File: src/pkg/csg_pkg.sv
// Package of constants for the clock source switch guard block
// Overview of operation
// - Main halt stops crystal or gates external clock
// - Division ratio divides CPU clock only
// - Sub-clock flag shows CPU clock source
// - Main source flag shows high-speed system clock
package csg_pkg;
	localparam logic [7:0] CSG_MODE_SEL_OFS = 8'h00;
	localparam logic [7:0] CSG_MAIN_CTL_OFS = 8'h04;
	localparam logic [7:0] CSG_CPU_CTL_OFS  = 8'h08;
	localparam logic [7:0] CSG_INT_OSC_OFS  = 8'h0c;
	localparam logic [7:0] CSG_SUB_CTL_OFS  = 8'h10;
	localparam logic [7:0] CSG_STATUS_OFS   = 8'h14;
	// Field positions
	localparam int CSG_OSC_PIN_BIT   = 6;
	localparam int CSG_EXT_CLK_BIT   = 7;
	localparam int CSG_MAIN_HALT_BIT = 7;
	localparam int CSG_INT_HALT_BIT  = 7;
	localparam int CSG_CPU_MAIN_SEL  = 4;
	localparam int CSG_CPU_SUB_SEL   = 6;
	localparam int CSG_SUB_FLAG_BIT  = 5;
	localparam int CSG_SUB_START_BIT = 0;
	localparam int CSG_SUB_EXT_BIT   = 1;
	localparam int CSG_SUB_PIN_BIT   = 2;
	localparam int CSG_MCS_BIT       = 0;
	localparam int CSG_ERR_BIT       = 8;
	// Reset values and divider count limit
	localparam logic [7:0] CSG_MODE_SEL_RST = 8'h00;
	localparam logic [7:0] CSG_MAIN_CTL_RST = 8'h80;
	localparam logic [7:0] CSG_CPU_CTL_RST  = 8'h01;
	localparam logic [7:0] CSG_INT_OSC_RST  = 8'h00;
	localparam logic [7:0] CSG_SUB_CTL_RST  = 8'h00;
	localparam logic [2:0] CSG_DIV_MAX      = 3'h4;
endpackage : csg_pkg

File: src/hw/csg_clock_guard.sv
// Clock source selection and oscillator halt control with AHB-Lite registers
`timescale 1ns/1ps
module csg_clock_guard
	import csg_pkg::*;
(
	input  wire logic        hclk,
	input  wire logic        hresetn,
	input  wire logic        hsel,
	input  wire logic [31:0] haddr,
	input  wire logic [1:0]  htrans,
	input  wire logic        hwrite,
	input  wire logic [2:0]  hsize,
	input  wire logic [31:0] hwdata,
	input  wire logic        hready,
	output logic      [31:0] hrdata,
	output logic             hreadyout,
	output logic             hresp,
	output logic             primary_crystal_en,
	output logic             ext_clock_input_en,
	output logic             int_hs_osc_en,
	output logic             sub_osc_en,
	output logic             sub_ext_clock_en,
	output logic             cpu_clk_en,
	output logic             periph_hw_clock_en,
	output logic             cpu_on_main_src,
	output logic             cpu_on_sub_src
);

	// ----------------------------------------------------------------
	// Bus slave
	// ----------------------------------------------------------------
	logic       wr_pend_reg;
	logic [7:0] wr_addr_reg;
	logic [7:0] mode_sel_reg;
	logic [7:0] main_ctl_reg;
	logic [7:0] cpu_ctl_reg;
	logic [7:0] int_osc_reg;
	logic [7:0] sub_ctl_reg;
	logic       guard_err_reg;
	logic [2:0] div_cnt_reg;
	logic       cpu_clk_en_reg;
	logic       main_osc_halt;
	logic       osc_pin_mode_sel;
	logic       ext_clock_input_sel;
	logic       int_hs_osc_halt;
	logic       main_clock_source_flag;
	logic       cpu_on_sub_clock_flag;
	logic       req;
	logic [7:0] wd;
	logic       bad;

	assign req       = hsel && hready && htrans[1];
	assign hreadyout = 1'b1;
	assign hresp     = 1'b0;
	assign wd        = hwdata[7:0];

	always_ff @(posedge hclk or negedge hresetn)
	begin
		if (!hresetn)
		begin
			wr_pend_reg <= 1'b0;
			wr_addr_reg <= 8'h00;
		end
		else if (hready)
		begin
			wr_pend_reg <= req && hwrite;
			wr_addr_reg <= haddr[7:0];
		end
	end

	function automatic logic [7:0] rd_mux(input logic [7:0] a);
		unique case (a)
			CSG_MODE_SEL_OFS: rd_mux = mode_sel_reg;
			CSG_MAIN_CTL_OFS: rd_mux = main_ctl_reg;
			CSG_CPU_CTL_OFS:  rd_mux = {cpu_ctl_reg[7:6],
				cpu_on_sub_clock_flag, cpu_ctl_reg[4:0]};
			CSG_INT_OSC_OFS:  rd_mux = int_osc_reg;
			CSG_SUB_CTL_OFS:  rd_mux = sub_ctl_reg;
			CSG_STATUS_OFS:   rd_mux = {7'h00, main_clock_source_flag};
			default:          rd_mux = 8'h00;
		endcase
	endfunction : rd_mux

	// Captured in the address phase so the word stands through the
	// whole data phase without a wait state
	always_ff @(posedge hclk or negedge hresetn)
	begin
		if (!hresetn)
			hrdata <= 32'h0000_0000;
		else if (req && !hwrite)
			hrdata <= (haddr[7:0] == CSG_STATUS_OFS)
				? {23'h0, guard_err_reg, rd_mux(haddr[7:0])}
				: {24'h0, rd_mux(haddr[7:0])};
	end

	// ----------------------------------------------------------------
	// Control registers with ordering interlocks
	// ----------------------------------------------------------------
	assign main_osc_halt       = main_ctl_reg[CSG_MAIN_HALT_BIT];
	assign osc_pin_mode_sel    = mode_sel_reg[CSG_OSC_PIN_BIT];
	assign ext_clock_input_sel = mode_sel_reg[CSG_EXT_CLK_BIT];
	assign int_hs_osc_halt     = int_osc_reg[CSG_INT_HALT_BIT];

	// Guarded writes are dropped and flagged in the status error bit
	// Clearing the main halt with the pins still in port mode would
	// start the oscillator against whatever drives those port lines
	always_comb
	begin
		bad = 1'b0;
		if (wr_pend_reg)
		begin
			unique case (wr_addr_reg)
				CSG_MODE_SEL_OFS: bad = !main_osc_halt
					&& (wd[7:6] != mode_sel_reg[7:6]);
				CSG_MAIN_CTL_OFS: bad = !wd[CSG_MAIN_HALT_BIT]
					&& ((!osc_pin_mode_sel)
					|| (cpu_on_main_src && main_osc_halt));
				CSG_INT_OSC_OFS:  bad = wd[CSG_INT_HALT_BIT]
					&& !main_clock_source_flag
					&& !cpu_on_sub_clock_flag;
				CSG_SUB_CTL_OFS:  bad = cpu_on_sub_clock_flag
					&& (wd[2:0] != sub_ctl_reg[2:0]);
				default:          bad = 1'b0;
			endcase
		end
	end

	always_ff @(posedge hclk or negedge hresetn)
	begin
		if (!hresetn)
		begin
			mode_sel_reg  <= CSG_MODE_SEL_RST;
			main_ctl_reg  <= CSG_MAIN_CTL_RST;
			cpu_ctl_reg   <= CSG_CPU_CTL_RST;
			int_osc_reg   <= CSG_INT_OSC_RST;
			sub_ctl_reg   <= CSG_SUB_CTL_RST;
			guard_err_reg <= 1'b0;
		end
		else if (wr_pend_reg)
		begin
			guard_err_reg <= bad;
			if (!bad)
			begin
				unique case (wr_addr_reg)
					CSG_MODE_SEL_OFS: mode_sel_reg <= wd & 8'hc1;
					CSG_MAIN_CTL_OFS: main_ctl_reg <= wd & 8'h80;
					CSG_CPU_CTL_OFS:  cpu_ctl_reg  <= wd & 8'h51;
					CSG_INT_OSC_OFS:  int_osc_reg  <= wd & 8'h80;
					CSG_SUB_CTL_OFS:  sub_ctl_reg  <= wd & 8'h07;
					default:          guard_err_reg <= 1'b0;
				endcase
			end
		end
	end

	// ----------------------------------------------------------------
	// Source selection and oscillator enables
	// ----------------------------------------------------------------
	// Main source only when the high-speed clock is actually running
	assign main_clock_source_flag = cpu_ctl_reg[CSG_CPU_MAIN_SEL]
		&& !main_osc_halt && osc_pin_mode_sel;
	assign cpu_on_sub_clock_flag = cpu_ctl_reg[CSG_CPU_SUB_SEL]
		&& sub_ctl_reg[CSG_SUB_START_BIT];

	// Enables are registered so a refused or partial write can never
	// glitch an oscillator or the external clock pin
	always_ff @(posedge hclk or negedge hresetn)
	begin
		if (!hresetn)
		begin
			primary_crystal_en <= 1'b0;
			ext_clock_input_en <= 1'b0;
			int_hs_osc_en      <= 1'b1;
			sub_osc_en         <= 1'b0;
			sub_ext_clock_en   <= 1'b0;
			cpu_on_main_src    <= 1'b0;
			cpu_on_sub_src     <= 1'b0;
		end
		else
		begin
			primary_crystal_en <= !main_osc_halt && osc_pin_mode_sel
				&& !ext_clock_input_sel;
			ext_clock_input_en <= !main_osc_halt && osc_pin_mode_sel
				&& ext_clock_input_sel;
			int_hs_osc_en      <= !int_hs_osc_halt;
			sub_osc_en         <= sub_ctl_reg[CSG_SUB_START_BIT]
				&& !sub_ctl_reg[CSG_SUB_EXT_BIT]
				&& sub_ctl_reg[CSG_SUB_PIN_BIT];
			sub_ext_clock_en   <= sub_ctl_reg[CSG_SUB_START_BIT]
				&& sub_ctl_reg[CSG_SUB_EXT_BIT];
			cpu_on_main_src    <= main_clock_source_flag
				&& !cpu_on_sub_clock_flag;
			cpu_on_sub_src     <= cpu_on_sub_clock_flag;
		end
	end

	// ----------------------------------------------------------------
	// CPU clock divider; peripheral clock never divided
	// ----------------------------------------------------------------
	// Only the CPU enable is thinned; the peripheral enable stays high
	// so peripheral timing does not change with the selected ratio
	function automatic logic [2:0] div_sel(input logic [7:0] c);
		div_sel = (c[0] ? 3'h0 : CSG_DIV_MAX);
	endfunction : div_sel

	always_ff @(posedge hclk or negedge hresetn)
	begin
		if (!hresetn)
		begin
			div_cnt_reg    <= 3'h0;
			cpu_clk_en_reg <= 1'b0;
		end
		else if (div_cnt_reg >= div_sel(cpu_ctl_reg))
		begin
			div_cnt_reg    <= 3'h0;
			cpu_clk_en_reg <= 1'b1;
		end
		else
		begin
			div_cnt_reg    <= div_cnt_reg + 3'h1;
			cpu_clk_en_reg <= 1'b0;
		end
	end

	assign cpu_clk_en         = cpu_clk_en_reg;
	assign periph_hw_clock_en = 1'b1;
endmodule : csg_clock_guard

File: config.mk
export PLATFORM = sky130hd
export DESIGN_NAME = csg_clock_guard
export DESIGN_NICKNAME = d
export VERILOG_FILES = /design/src/pkg/csg_pkg.sv /design/src/hw/csg_clock_guard.sv
export SDC_FILE = /design/constraint.sdc
export NUM_CORES = 1
export LEC_CHECK = 0
export ABC_AREA = 1
export BUFFER_PORTS_ARGS = -buffer_cell sky130_fd_sc_hd__buf_2
export CORE_ASPECT_RATIO = 1.25
export CORE_UTILIZATION = 45
export DETAILED_ROUTE_END_ITERATION = 8
export PLACE_DENSITY = 0.88
export REMOVE_ABC_BUFFERS = 1
export SKIP_LAST_GASP = 1
export SLEW_MARGIN = 20
export SYNTH_ARGS = -nofsm -noshare
export SYNTH_HDL_FRONTEND = slang
export SYNTH_SLANG_ARGS = --single-unit
File: constraint.sdc
create_clock -name hclk -period 1.7 [get_ports hclk]
set_input_delay 0.085 -clock hclk [delete_from_list [all_inputs] [get_ports hclk]]
set_output_delay 0.085 -clock hclk [all_outputs]
set_load 0.02 [all_outputs]
==> flow_summary_export.csv <==
group,metric,value,unit
route,drc,0,
worst_setup_path,crit_fanout,17,
floorplan,die_area,0.00510,mm2
sta,drv_slew,0,
logic_synthesis,synth_seq_cells,40,
route,wl_per_cell,11.0,um
sta,setup_ws,190,ps
global_routing,grt_pass1_vias,1570,
global_routing,grt_remaining_overflow,0,
route,first_pass_iters,4,
power,p_leak,1.28,nW
floorplan,row_count,27,
global_routing,grt_pass1_wl,6620,um
logic_synthesis,synth_compound_area_share,4.96,%
floorplan,die_w,64.1,um
logic_synthesis,synth_edf_count,0,
route,dr_total_vias,1700,
final_layout,utilization,53.0,%
logic_synthesis,yosysWarnings,0,
worst_setup_path,end_kind,"flop",
final_layout,drive_above_1_share,21.8,%
logic_synthesis,synth_top_family_by_area,"simple AND/OR/NAND/NOR gates",
final_layout,diodes,0,
clocking,post_cts_buffers,0,
clocking,root_buffer,"clkbuf_8",
sta,timing_hold_violations_final,0,
placed_design,globalplace.congestion,0.848,
floorplan,num_io_pins,117,
logic_synthesis,synthMuxAreaShare,0.519,%
floorplan,coreArea,0.00453,mm2
final_layout,instances_no_fill,361,
global_routing,grt_max_degree,41,
final_layout,fillers,440,
final_layout,final_nets,377,
route,ant_nets,0,
worst_hold_path,worstHoldStart,"haddr[5]",
logic_synthesis,synth_cells,264,
clocking,clockBufferDepth,2,
placed_design,dp_slack,139,ps
clocking,cts_sinks,40,
final_layout,mostFrequentLayoutCell,"nand2_1",
sta,setup_viol,0,
worst_setup_path,crit_type,"reg2reg",
logic_synthesis,synth_flop_cell,"dfrtp_1",
floorplan,fp.dieH,79.6,um
logic_synthesis,yosys.area_share.simple,29.5,%
sta,fmax,662,MHz
sta,post-route-period-util,88.8,%
logic_synthesis,ys_types,29,
placed_design,dp_cells,352,
logic_synthesis,syn_area,0.00217,mm2
final_layout,layout_common_cells,"nand2_1, dfrtp_1, buf_2, inv_1, conb_1",
worst_setup_path,arrival,1690,ps
sta,fin_crit,1510,ps
worst_setup_path,rr_startpoint,"sub_ctl_reg[0]$_DFFE_PN0P_",
sta,fin_skew,6.22,ps
logic_synthesis,ys_seq_area_share,46.3,%
sta,timing.hold.ws,13.3,ps
power,peakVddDrop,398,uV
logic_synthesis,async_reset_ff_share,100,%
logic_synthesis,synthAdderAreaFrac,0.577,%
route,via_per_inst,4.71,
power,total_power,0.00220,W
logic_synthesis,synth_area_per_cell,8.21,um2
global_routing,grt_usage,17.3,%
clocking,clkTransAtPathRegs,80,ps
power,p_per_area,917,mW/mm2
worst_setup_path,start_kind,"flop",
final_layout,syn_to_final_growth,10.7,%
run,drv_cap,0,
worst_setup_path,crit_path_start,"sub_ctl_reg[0]$_DFFE_PN0P_",
clocking,cts_tree,"yes",
logic_synthesis,synthXorXnorAreaFrac,0.808,%
route,drtIter0Drc,65,
floorplan,initial_utilization,47.9,%
clocking,htreeDepth,2,
global_routing,antenna_found_initial,0,
worst_setup_path,crit_required,1880,ps
worst_hold_path,hold_path_class,"in2reg",
placed_design,dp_hpwl,3040,um
clocking,clock_latency,290,ps
clocking,cts_made_buffers,5,
run_status,status,"complete, no violations",
route,drt-total-wl,3970,um
placed_design,portBuffers,35,
==> metrics by stage <==
step                      TNS (ps)  cell area (um2)
after CTS                        0             2390
after global placement           0             2270
after detailed placement         0             2270
final                            0             2400
after floorplan                  0             2010
after global routing         -1.32             2400
==> final timing paths <==
check	endpoint	slack, ps	cells after the start
max in group asynchronous	cpu_ctl_reg[0]$_DFFE_PN1P_	960	3
min	wr_addr_reg[5]$_DFFE_PN0P_	10	3
min reg2reg	div_cnt_reg[0]$_DFF_PN0_	430	1
max	cpu_ctl_reg[4]$_DFFE_PN0P_	190	7
max reg2reg	cpu_ctl_reg[4]$_DFFE_PN0P_	190	7
min in group asynchronous	wr_addr_reg[7]$_DFFE_PN0P_	380	3
==> repair_timing <==
item | in CTS | in global routing
resized for setup | 0 | 1
hold buffers | 1 | 0
endpoints found under the setup margin | 0 | 10
hold endpoints to repair | 37 | 0
==> worst max-delay path, cell delays in order, from the launching register on <==
cell and delay (ps):
dfrtp_1 460, nand2_1 180, nand3_1 140, nor2_2 70, nor2_8 240, nand3_1 170, nand2_1 90, nand2_1 50
==> power breakdown <==
group | total (W) | switching [W] | internal (W)
clock network | 0.000762 | 0.000328 | 0.000434
logic | 0.000352 | 0.000238 | 0.000114
registers | 0.00109 | 0.0000453 | 0.00104
total | 0.00220 | 0.000611 | 0.00159
==> area by class of cell <==
cell class / count / area, um2 / area share, %
multi-input cells: 186 / 895 / 37.3
repair buffers: 38 / 200 / 8.34
flip-flops and latches: 40 / 1000 / 41.9
well taps: 58 / 72.6 / 3.02
clock buffers: 5 / 68.8 / 2.87
clock inverters: 3 / 42.5 / 1.77
inverters: 31 / 116 / 4.85
==> cell families after synthesis <==
group | after synthesis
AO/OA/AOI/OAI | 17
flip-flops | 40
adder cells (fa/ha/maj) | 1
XOR/XNOR | 2
multiplexers | 1
buffers and inverters | 63
other | 2
AND/OR/NAND/NOR | 138
==> cell usage after synthesis (all sizes together), types with 2 or more instances <==
library cell  count  area [um2]
o21ai            10        50.1
nand4            14        87.6
dfstp             3        78.8
nand3            18        95.1
dfrtp            37         926
inv              31         116
xnor2             2        17.5
or2               2        12.5
o31ai             2        15.0
conb              2        7.51
nand2            69         267
buf              31         248
a21oi             3        15.0
nor2             33         160
==> routing by layer <==
layer	global-route usage, %	wire length (um)	up-vias
met4	10.5	130	0
met5	0	0	-
met2	28.6	1940	68
met1	19.2	1600	767
li1	-	-	852
met3	5.43	292	13
Power figures use the tool's default switching activity.
